### config.mk
export PLATFORM = sky130hd
export DESIGN_NAME = swu_top
export DESIGN_NICKNAME = d
export VERILOG_FILES = /design/src/swu_pkg.sv /design/src/swu_wake_if.sv /design/src/swu_wake_counter.sv /design/src/swu_top.sv
export SDC_FILE = /design/constraint.sdc
export NUM_CORES = 1
export LEC_CHECK = 0
export BUFFER_PORTS_ARGS = -buffer_cell sky130_fd_sc_hd__buf_2
export CORE_MARGIN = 2
export CORE_UTILIZATION = 55
export DETAILED_ROUTE_END_ITERATION = 16
export PLACE_DENSITY = 0.84
export RECOVER_POWER = 100
export SYNTH_ARGS = -nofsm -noshare
export SYNTH_HDL_FRONTEND = slang
export SYNTH_HIERARCHICAL = 1
export SYNTH_SLANG_ARGS = --single-unit
### constraint.sdc
create_clock -name pclk -period 3.4 [get_ports pclk]
set_input_delay 0.85 -clock pclk [delete_from_list [all_inputs] [get_ports pclk]]
set_output_delay 0.85 -clock pclk [all_outputs]
set_load 0.02 [all_outputs]
### src/swu_pkg.sv
// constants, types and decode helpers for the stop-mode wakeup block
package swu_pkg;

  // register indices; byte address is four times the index
  localparam logic [7:0] IDX_PORT_A = 8'h00;
  localparam logic [7:0] IDX_KEYPAD_STATUS_CONTROL  = 8'h1A;
  localparam logic [7:0] IDX_KEYPAD_INTERRUPT_ENABLE  = 8'h1B;
  localparam logic [7:0] IDX_CFG2   = 8'h1E;
  localparam logic [7:0] IDX_CFG1   = 8'h1F;

  // field positions
  localparam int WAKE_LATCH_BIT = 6;
  localparam int PEND_FLAG_BIT  = 3;
  localparam int ACK_BIT        = 2;
  localparam int IRQ_MASK_BIT   = 1;
  localparam int WAKE_IE_BIT    = 6;
  localparam int PULLUP_DIS_BIT = 7;
  localparam int IRQ_PIN_EN_BIT = 6;
  localparam int SER_CLK_BIT    = 3;
  localparam int OSC_STOP_BIT   = 1;
  localparam int RST_PIN_BIT    = 0;
  localparam int RATE_SEL_BIT   = 7;
  localparam int SHORT_REC_BIT  = 3;

  // reset values
  localparam logic       RST_BIT_VAL = 1'b0;
  localparam logic [7:0] RST_BYTE    = 8'h00;

  // cycle counts of the fast oscillator clock
  localparam int unsigned REC_SHORT_CYC = 32;
  localparam int unsigned REC_LONG_CYC  = 4096;

  // power sequencing states
  typedef enum logic [1:0] {
    PWR_RUN     = 2'b00,
    PWR_STOP    = 2'b01,
    PWR_RECOVER = 2'b10
  } swu_pwr_type;

  // true when the apb byte address hits the register index
  function automatic logic swu_hit(input logic [7:0] addr, input logic [7:0] idx);
    swu_hit = (addr == {idx[5:0], 2'b00}) && (idx[7:6] == 2'b00);
  endfunction : swu_hit

endpackage : swu_pkg

### src/swu_wake_if.sv
// link between the wakeup core and its period counter
`timescale 1ns/1ps
interface swu_wake_if;
  logic tick;
  logic run;
  logic restart;
  logic period_short;
  logic overflow;

  modport core    (output tick, output run, output restart, output period_short, input overflow);
  modport counter (input tick, input run, input restart, input period_short, output overflow);
endinterface : swu_wake_if

### src/swu_wake_counter.sv
// wakeup period counter, clocked by ticks of the selected wakeup clock
`timescale 1ns/1ps
module swu_wake_counter
  import swu_pkg::*;
#(
  parameter int unsigned WAKE_SHORT = 512,
  parameter int unsigned WAKE_LONG  = 16384
) (
  input wire logic pclk,
  input wire logic presetn,
  swu_wake_if.counter wif
);

  logic [14:0] cnt_reg;
  logic        ovf_reg;
  logic [14:0] limit;

  assign limit = wif.period_short ? 15'(WAKE_SHORT - 1) : 15'(WAKE_LONG - 1);

  // counter held at zero while idle, so every stop entry starts fresh
  always_ff @(posedge pclk or negedge presetn) begin
    if (!presetn) begin
      cnt_reg <= 15'h0000;
    end else if (wif.restart || !wif.run) begin
      cnt_reg <= 15'h0000;
    end else if (wif.tick) begin
      cnt_reg <= (cnt_reg == limit) ? 15'h0000 : cnt_reg + 15'h0001;
    end
  end

  // one-cycle overflow pulse in the cycle after the last tick of the period
  always_ff @(posedge pclk or negedge presetn) begin
    if (!presetn) begin
      ovf_reg <= 1'b0;
    end else begin
      ovf_reg <= wif.run && !wif.restart && wif.tick && (cnt_reg == limit);
    end
  end

  assign wif.overflow = ovf_reg;

  a_count_restart: assert property (@(posedge pclk) disable iff (!presetn)
    wif.restart |=> (cnt_reg == 15'h0000))
    else $error("wakeup counter not cleared on stop entry");

endmodule : swu_wake_counter

### src/swu_top.sv
// stop-mode wakeup timer with shared keypad interrupt, config and apb slave
//
// Behaviour
// - counter overflow sets the wakeup request latch.
// - latch only sets while wakeup enable is 1; reset clears enable.
// - wakeup uses the keypad interrupt path, no own vector.
// - counters and oscillator idle outside stop mode.
// - with enable set, wakeup starts by itself on stop entry.
// - counters restart from zero at every stop entry.
// - mask bit blocks requests; clear mask lets pending request end stop.
// - latch reads as read-only bit 6 of port A data.
// - upper four status/control bits read zero.
// - read-only pending flag while a request pends; reset clears it.
// - writing 1 to acknowledge clears pending request; reads as 0.
// - oscillator-in-stop 1 keeps bus clock running, clocks wakeup.
// - oscillator-in-stop 0 stops the main clock source in stop.
// - in stop, rate select 1 gives 512, 0 gives 16384 ticks.
// - outside stop, rate select picks watchdog 8176 or 262128 cycles.
// - stop exit delayed 32 fast cycles if short recovery, else 4096.
// - each config register written once per reset, readable always.
// - config registers sit at adjacent fixed addresses 1E and 1F.
// - reset-pin enable cleared only by power-on reset.
// - config bits for pullup disable, irq pin enable, serial clock.
// - oscillator-in-stop 0 clocks wakeup from the dedicated rc oscillator.
// - latch cleared by acknowledge and reset; enable does not hide it.
//
// The address map and register access over APB were left to the implementer.
`timescale 1ns/1ps
module swu_top
  import swu_pkg::*;
#(
  parameter int unsigned WAKE_SHORT_CYC = 512,
  parameter int unsigned WAKE_LONG_CYC  = 16384,
  parameter int unsigned WDOG_SHORT_CYC = 8176,
  parameter int unsigned WDOG_LONG_CYC  = 262128
) (
  input  wire logic        pclk,
  input  wire logic        presetn,
  input  wire logic        por_n,
  input  wire logic        psel,
  input  wire logic        penable,
  input  wire logic        pwrite,
  input  wire logic [7:0]  paddr,
  input  wire logic [31:0] pwdata,
  output logic      [31:0] prdata,
  output logic             pready,
  output logic             pslverr,
  input  wire logic        stop_mode,
  input  wire logic        rc_osc_tick,
  input  wire logic        bus_clk_tick,
  input  wire logic        fast_osc_tick,
  input  wire logic        watchdog_service,
  output logic             kbi_irq,
  output logic             stop_wake_req,
  output logic             recovery_busy,
  output logic             main_osc_enable,
  output logic             rc_osc_enable,
  output logic             irq_pullup_disable,
  output logic             irq_pin_enable,
  output logic             serial_clk_sel,
  output logic             reset_pin_enable,
  output logic             watchdog_reset
);

  swu_wake_if wif ();

  // software-visible state
  logic        wake_latch_reg;
  logic        wake_ie_reg;
  logic        irq_mask_reg;
  logic        cfg1_done_reg;
  logic        cfg2_done_reg;
  logic        rate_sel_reg;
  logic        short_rec_reg;
  logic        osc_stop_reg;
  logic        pullup_dis_reg;
  logic        irq_pin_reg;
  logic        ser_clk_reg;
  logic        rst_pin_reg;
  // bus slave
  logic        pready_reg;
  logic        pslverr_reg;
  logic [31:0] prdata_reg;
  logic        access;
  logic        wr_en;
  logic        mapped;
  logic [7:0]  rd_byte;
  logic        ack_wr;
  // sequencing
  swu_pwr_type pwr_state_reg;
  swu_pwr_type pwr_state_next;
  logic [12:0] rec_cnt_reg;
  logic [12:0] rec_limit;
  logic        rec_done;
  logic [17:0] wdog_cnt_reg;
  logic [17:0] wdog_limit;
  logic        stop_entry;
  // outputs
  logic        kbi_irq_reg;
  logic        stop_wake_reg;
  logic        recovery_busy_reg;
  logic        main_osc_reg;
  logic        rc_osc_reg;
  logic        wdog_reset_reg;

  // apb access phase; one wait state so read data comes from a flop
  assign access = psel && penable && !pready_reg;
  assign wr_en  = psel && penable && pready_reg && pwrite;
  assign mapped = swu_hit(paddr, IDX_PORT_A) || swu_hit(paddr, IDX_KEYPAD_STATUS_CONTROL) ||
                  swu_hit(paddr, IDX_KEYPAD_INTERRUPT_ENABLE) || swu_hit(paddr, IDX_CFG2) ||
                  swu_hit(paddr, IDX_CFG1);
  assign ack_wr = wr_en && swu_hit(paddr, IDX_KEYPAD_STATUS_CONTROL) && pwdata[ACK_BIT];

  // read mux; undescribed and port pin bits read as zero
  always_comb begin
    rd_byte = RST_BYTE;
    if (swu_hit(paddr, IDX_PORT_A)) begin
      rd_byte[WAKE_LATCH_BIT] = wake_latch_reg;
    end else if (swu_hit(paddr, IDX_KEYPAD_STATUS_CONTROL)) begin
      rd_byte[PEND_FLAG_BIT] = wake_latch_reg;
      rd_byte[IRQ_MASK_BIT]  = irq_mask_reg;
    end else if (swu_hit(paddr, IDX_KEYPAD_INTERRUPT_ENABLE)) begin
      rd_byte[WAKE_IE_BIT] = wake_ie_reg;
    end else if (swu_hit(paddr, IDX_CFG2)) begin
      rd_byte[PULLUP_DIS_BIT] = pullup_dis_reg;
      rd_byte[IRQ_PIN_EN_BIT] = irq_pin_reg;
      rd_byte[SER_CLK_BIT]    = ser_clk_reg;
      rd_byte[OSC_STOP_BIT]   = osc_stop_reg;
      rd_byte[RST_PIN_BIT]    = rst_pin_reg;
    end else if (swu_hit(paddr, IDX_CFG1)) begin
      rd_byte[RATE_SEL_BIT]  = rate_sel_reg;
      rd_byte[SHORT_REC_BIT] = short_rec_reg;
    end
  end

  // bus handshake, read data and error for unmapped addresses
  always_ff @(posedge pclk or negedge presetn) begin
    if (!presetn) begin
      pready_reg  <= 1'b0;
      pslverr_reg <= 1'b0;
      prdata_reg  <= 32'h0000_0000;
    end else begin
      pready_reg  <= access;
      pslverr_reg <= access && !mapped;
      prdata_reg  <= (access && !pwrite) ? {24'h00_0000, rd_byte} : 32'h0000_0000;
    end
  end

  // keypad enable and mask; presetn clears both, por_n alone does not
  always_ff @(posedge pclk or negedge presetn) begin
    if (!presetn) begin
      wake_ie_reg  <= RST_BIT_VAL;
      irq_mask_reg <= RST_BIT_VAL;
    end else begin
      if (wr_en && swu_hit(paddr, IDX_KEYPAD_INTERRUPT_ENABLE)) begin
        wake_ie_reg <= pwdata[WAKE_IE_BIT];
      end
      if (wr_en && swu_hit(paddr, IDX_KEYPAD_STATUS_CONTROL)) begin
        irq_mask_reg <= pwdata[IRQ_MASK_BIT];
      end
    end
  end

  // wakeup request latch; a new overflow beats a same-cycle acknowledge
  always_ff @(posedge pclk or negedge presetn) begin
    if (!presetn) begin
      wake_latch_reg <= 1'b0;
    end else if (wif.overflow && wake_ie_reg) begin
      wake_latch_reg <= 1'b1;
    end else if (ack_wr) begin
      wake_latch_reg <= 1'b0;
    end
  end

  // write-once config 1; a second write is dropped silently
  always_ff @(posedge pclk or negedge presetn) begin
    if (!presetn) begin
      cfg1_done_reg <= 1'b0;
      rate_sel_reg  <= RST_BIT_VAL;
      short_rec_reg <= RST_BIT_VAL;
    end else if (wr_en && swu_hit(paddr, IDX_CFG1) && !cfg1_done_reg) begin
      cfg1_done_reg <= 1'b1;
      rate_sel_reg  <= pwdata[RATE_SEL_BIT];
      short_rec_reg <= pwdata[SHORT_REC_BIT];
    end
  end

  // write-once config 2, apart from the reset-pin bit
  always_ff @(posedge pclk or negedge presetn) begin
    if (!presetn) begin
      cfg2_done_reg  <= 1'b0;
      osc_stop_reg   <= RST_BIT_VAL;
      pullup_dis_reg <= RST_BIT_VAL;
      irq_pin_reg    <= RST_BIT_VAL;
      ser_clk_reg    <= RST_BIT_VAL;
    end else if (wr_en && swu_hit(paddr, IDX_CFG2) && !cfg2_done_reg) begin
      cfg2_done_reg  <= 1'b1;
      osc_stop_reg   <= pwdata[OSC_STOP_BIT];
      pullup_dis_reg <= pwdata[PULLUP_DIS_BIT];
      irq_pin_reg    <= pwdata[IRQ_PIN_EN_BIT];
      ser_clk_reg    <= pwdata[SER_CLK_BIT];
    end
  end

  // reset-pin bit lives on the power-on reset only, so it survives presetn
  always_ff @(posedge pclk or negedge por_n) begin
    if (!por_n) begin
      rst_pin_reg <= RST_BIT_VAL;
    end else if (wr_en && swu_hit(paddr, IDX_CFG2) && !cfg2_done_reg) begin
      rst_pin_reg <= pwdata[RST_PIN_BIT];
    end
  end

  // power sequencing: run, stop, then the recovery delay
  assign stop_entry = stop_mode && (pwr_state_reg != PWR_STOP);
  assign rec_limit  = short_rec_reg ? 13'(REC_SHORT_CYC - 1) : 13'(REC_LONG_CYC - 1);
  assign rec_done   = fast_osc_tick && (rec_cnt_reg == rec_limit);

  always_comb begin
    pwr_state_next = pwr_state_reg;
    unique case (pwr_state_reg)
      PWR_RUN: begin
        if (stop_mode) begin
          pwr_state_next = PWR_STOP;
        end
      end
      PWR_STOP: begin
        if (!stop_mode) begin
          pwr_state_next = PWR_RECOVER;
        end
      end
      PWR_RECOVER: begin
        if (stop_mode) begin
          pwr_state_next = PWR_STOP;
        end else if (rec_done) begin
          pwr_state_next = PWR_RUN;
        end
      end
      default: begin
        pwr_state_next = PWR_RUN;
      end
    endcase
  end

  always_ff @(posedge pclk or negedge presetn) begin
    if (!presetn) begin
      pwr_state_reg <= PWR_RUN;
    end else begin
      pwr_state_reg <= pwr_state_next;
    end
  end

  // recovery delay counted in fast oscillator cycles
  always_ff @(posedge pclk or negedge presetn) begin
    if (!presetn) begin
      rec_cnt_reg <= 13'h0000;
    end else if (pwr_state_reg != PWR_RECOVER) begin
      rec_cnt_reg <= 13'h0000;
    end else if (fast_osc_tick) begin
      rec_cnt_reg <= rec_cnt_reg + 13'h0001;
    end
  end

  // watchdog borrows the rate select bit while not stopped
  assign wdog_limit = rate_sel_reg ? 18'(WDOG_SHORT_CYC - 1) : 18'(WDOG_LONG_CYC - 1);

  always_ff @(posedge pclk or negedge presetn) begin
    if (!presetn) begin
      wdog_cnt_reg   <= 18'h0_0000;
      wdog_reset_reg <= 1'b0;
    end else begin
      wdog_reset_reg <= 1'b0;
      if (stop_mode || watchdog_service) begin
        wdog_cnt_reg <= 18'h0_0000;
      end else if (fast_osc_tick) begin
        if (wdog_cnt_reg == wdog_limit) begin
          wdog_cnt_reg   <= 18'h0_0000;
          wdog_reset_reg <= 1'b1;
        end else begin
          wdog_cnt_reg <= wdog_cnt_reg + 18'h0_0001;
        end
      end
    end
  end

  // wakeup counter runs only in stop with enable set, on the chosen clock
  assign wif.run          = stop_mode && wake_ie_reg;
  assign wif.restart      = stop_entry;
  assign wif.tick         = osc_stop_reg ? bus_clk_tick : rc_osc_tick;
  assign wif.period_short = rate_sel_reg;

  swu_wake_counter #(
    .WAKE_SHORT (WAKE_SHORT_CYC),
    .WAKE_LONG  (WAKE_LONG_CYC)
  ) u_counter (
    .pclk    (pclk),
    .presetn (presetn),
    .wif     (wif)
  );

  // interrupt, wake request and clock enables, all registered
  always_ff @(posedge pclk or negedge presetn) begin
    if (!presetn) begin
      kbi_irq_reg       <= 1'b0;
      stop_wake_reg     <= 1'b0;
      recovery_busy_reg <= 1'b0;
      main_osc_reg      <= 1'b1;
      rc_osc_reg        <= 1'b0;
    end else begin
      kbi_irq_reg       <= wake_latch_reg && !irq_mask_reg;
      stop_wake_reg     <= wake_latch_reg && !irq_mask_reg && stop_mode;
      recovery_busy_reg <= (pwr_state_next == PWR_RECOVER);
      main_osc_reg      <= !stop_mode || osc_stop_reg;
      rc_osc_reg        <= stop_mode && wake_ie_reg && !osc_stop_reg;
    end
  end

  assign prdata             = prdata_reg;
  assign pready             = pready_reg;
  assign pslverr            = pslverr_reg;
  assign kbi_irq            = kbi_irq_reg;
  assign stop_wake_req      = stop_wake_reg;
  assign recovery_busy      = recovery_busy_reg;
  assign main_osc_enable    = main_osc_reg;
  assign rc_osc_enable      = rc_osc_reg;
  assign irq_pullup_disable = pullup_dis_reg;
  assign irq_pin_enable     = irq_pin_reg;
  assign serial_clk_sel     = ser_clk_reg;
  assign reset_pin_enable   = rst_pin_reg;
  assign watchdog_reset     = wdog_reset_reg;

  a_latch_sets: assert property (@(posedge pclk) disable iff (!presetn)
    (wif.overflow && wake_ie_reg) |=> wake_latch_reg)
    else $error("overflow did not set wakeup latch");

  a_latch_gated: assert property (@(posedge pclk) disable iff (!presetn)
    (!wake_latch_reg && !wake_ie_reg) |=> !wake_latch_reg)
    else $error("latch set while enable clear");

  a_irq_follows: assert property (@(posedge pclk) disable iff (!presetn)
    (wake_latch_reg && !irq_mask_reg) ##1 (wake_latch_reg && !irq_mask_reg) |-> kbi_irq)
    else $error("shared interrupt missing while pending and unmasked");

  a_idle_outside: assert property (@(posedge pclk) disable iff (!presetn)
    !stop_mode |=> !rc_osc_enable && !wif.overflow)
    else $error("wakeup logic active outside stop");

  a_ack_clears: assert property (@(posedge pclk) disable iff (!presetn)
    (ack_wr && !(wif.overflow && wake_ie_reg)) |=> !wake_latch_reg ##1 !kbi_irq)
    else $error("acknowledge did not clear request");

  a_cfg_once: assert property (@(posedge pclk) disable iff (!presetn)
    (cfg1_done_reg && wr_en && swu_hit(paddr, IDX_CFG1)) |=> $stable(rate_sel_reg) && $stable(short_rec_reg))
    else $error("config register accepted a second write");

  a_upper_zero: assert property (@(posedge pclk) disable iff (!presetn)
    (pready && $past(swu_hit(paddr, IDX_KEYPAD_STATUS_CONTROL)) && !$past(pwrite)) |-> (prdata[7:4] == 4'h0))
    else $error("status register upper bits not zero");

  a_osc_enable: assert property (@(posedge pclk) disable iff (!presetn)
    (stop_mode && !osc_stop_reg) ##1 (stop_mode && !osc_stop_reg) |-> !main_osc_enable)
    else $error("main oscillator left running in stop");

endmodule : swu_top

==> summary.md <==
| Metric | Value |
|---|---|
| Place WS | 0.825 ns |
| Post-synthesis average cell area | 9.90 um2 |
| Final Max Slew Viols | 35 |
| First-pass GRT wire length | 12.6 mm |
| Cells after Synth | 401 |
| CTS H-tree depth | 3 |
| Synthesized area | 0.00397 mm2 |
| Input/output buffers | 41 |
| Largest cells by area after synthesis | dfrtp_1 46%, buf_4 5.3%, nor2_1 4.3% |
| Slowest cell on crit path | nor3_1 |
| Crit share post-route | 79.6% |
| CTS sink cnt | 74 |
| Setup-failing EPs final | 0 |
| FF+latch count, synth | 74 |
| Final Hold Vio Count | 0 |
| DR WL/cell | 14.0 um |
| Gr usage total | 20.5% |
| Warnings from Yosys | 6 |
| Path type of the worst setup path | in2reg |
| Status | complete, but fails checks |
| Final WL | 7.58 mm |
| Leakage | 1.84 nW |
| Share of layout cells above drive strength 1 | 12.5% |
| Worst setup EP type | flip-flop |
| Die width | 89.0 um |
| Seq/Total Area, Yosys | 46.7% |
| Max FFs per register | 18 |
| Antenna Cells | 0 |
| Post-route minimum period | 2.71 ns |
| Final WS setup | 0.695 ns |
| Post-CTS setup repair buffer count | 0 |
| Required time of the critical path | 3.63 ns |
| Setup TNS | 0 ns |
| Yosys top cell by area | dfrtp_1 |
| Worst VDD drop | 253 uV |
| Clk buf depth | 2 |
| Hold WS | 0.262 ns |
| Vias in the first global route | 2850 |
| Nets | 497 |
| Post-CTS resize count | 0 |
| Top FF cell, synth | dfrtp_1 |
| Critical path, cell by cell | clkbuf_1 -> or4b_1 -> nor3_1 -> mux2_4 |
| Filler instances | 592 |
| EDFF count, synth | 0 |
| Max incr delay on CP | 0.88 ns |
| Critical path fanouts, max | 12 |
| Row cnt | 30 |
| Die Ht | 89.0 um |
| Ports | 95 |
| R2r setup slk | 0.83 ns |
| Worst clock skew | 0.0111 ns |
| CTS Buf Count | 9 |
| TritonCTS clock tree | built |
| Final Wtd Congestion | 0.860 |
| Initial Util | 57.5% |
| Ys async rst share | 100% |
| Hpwl dp | 5.36 mm |
| Clock insertion delay at the later pin of the skew report | 0.35 ns |
| Peak Freq | 370 MHz |
| CTS Root Cell | clkbuf_8 |
| RR Endpoint | u_counter/cnt_reg[13] |
| Pwr/cell area | 403 mW/mm2 |
| Hold_buf cts | 0 |
| Crit path buf inv count | 1 |
| Clock Pin Slew Worst Setup and Hold Paths | 0.08 ns |
| Final ANT Viol Nets | 0 |
| RSZ-0062 raised after global routing | no |
| Area Overhead vs Synth | 7.63% |
| Worst rel slew slack | -23.8% |
| Max Cap Viol | 1 |
| Vias per std cell | 5.53 |
| Initial antenna violation count | 0 |
| Synth top area share | 46.0% |
| Grt ovf | 0 |
| Netlist cell types | 67 |
| FF-to-FF path depth | 5 |
| Worst EP arrival | 2.93 ns |
| DRT iter0 DRCs | 141 |
| Crit path max-delay family | simple AND/OR/NAND/NOR gates |
| Slew @ Worst Pin | 1.86 ns |
| Worst Hold Class | in2async |
| Core box area | 0.00691 mm2 |
| DRT Pass-1 Iters | 4 |
| Largest net degree at the start of global routing | 40 |
| Die Area | 0.00791 mm2 |
| Failing checks | max-capacitance violations, max-slew violations |
| R2R Path Start | rate_sel_reg |
| Detailed-route DRC error count | 0 |
| DR vias | 3002 |
| Setup crit start kind | input pin |
worst max-delay path by stage:
stage | endpoint | slack (ns) | startpoint | depth (start not counted)
floorplan | irq_pin_enable | 1.18 | pwrite | 4
global placement | u_counter/cnt_reg[12] | 0.86 | bus_clk_tick | 7
detailed placement | u_counter/cnt_reg[12] | 0.83 | bus_clk_tick | 7
CTS | u_counter/cnt_reg[12] | 1.18 | bus_clk_tick | 7
global route | serial_clk_sel | 0.59 | paddr[4] | 4
finish | osc_stop_reg | 0.69 | paddr[4] | 4
cells by family after synthesis:
| family | after synthesis | synth area share [%] |
|---|---|---|
| AND/OR/NAND/NOR | 191 | 26.7 |
| flip-flops | 74 | 46.7 |
| buffers and inverters | 48 | 7.63 |
| AO/OA/AOI/OAI | 43 | 7.69 |
| XOR/XNOR | 27 | 5.96 |
| multiplexers | 14 | 4.35 |
| adder cells (fa/ha/maj) | 3 | 0.946 |
| other | 1 | 0.0945 |
where the power goes:
group	internal (mW)	leakage, nW	switching, mW
logic	0.0245	0.712	0.0833
registers	0.887	1.02	0.00552
clock network	0.408	0.0984	0.315
per-layer routing:
metal,global-route usage [%],share of wire [%],up-vias
met1,25.9,45,1430
met5,0,0,-
met2,33.9,47,108
met3,3.42,5.3,20
met4,10.9,2.7,0
li1,-,-,1444
metrics by stage:
step                instances  area [um2]  power (mW)  util (%)
CTS                       543        4360        1.74      63.2
floorplan                 427        4070       0.997         -
global route              543        4270        1.78      61.9
detailed placement        528        4160        1.02      60.2
global placement          528        4160        1.02      60.2
finish                    543        4270        1.72      61.9
layout make-up:
class / instances / area [um2] / area share, %
clock buffer: 10 / 128 / 2.99
sequential: 74 / 1850 / 43.4
multi-input combinational: 305 / 1850 / 43.4
clock inverter: 5 / 80.1 / 1.87
inverter: 10 / 37.5 / 0.878
timing repair buffer: 43 / 201 / 4.71
tap: 96 / 120 / 2.81
synthesized netlist by cell type, types with 7 or more instances:
| cell | number |
|---|---|
| nor2_1 | 46 |
| a21oi_1 | 11 |
| buf_4 | 28 |
| nand2_1 | 42 |
| inv_1 | 9 |
| nand3_1 | 15 |
| dfrtp_1 | 73 |
| xor2_1 | 16 |
| nand4_1 | 13 |
| xnor2_1 | 11 |
| nor3_1 | 17 |
| o21ai_0 | 7 |
| or3_1 | 7 |
layout by cell type, fill, tap and decap left out, types with 5 or more instances in the layout:
cell,instances
a21oi_1,11
and3_1,6
buf_2,19
clkbuf_1,24
clkbuf_8,9
conb_1,27
dfrtp_1,73
inv_1,9
mux2_4,5
nand2_1,42
nand3_1,15
nand4_1,13
nor2_1,46
nor3_1,18
nor4_1,7
o21ai_0,9
or3_1,7
xnor2_1,11
xor2_1,16
No activity file was read; power rests on OpenSTA's default activity.
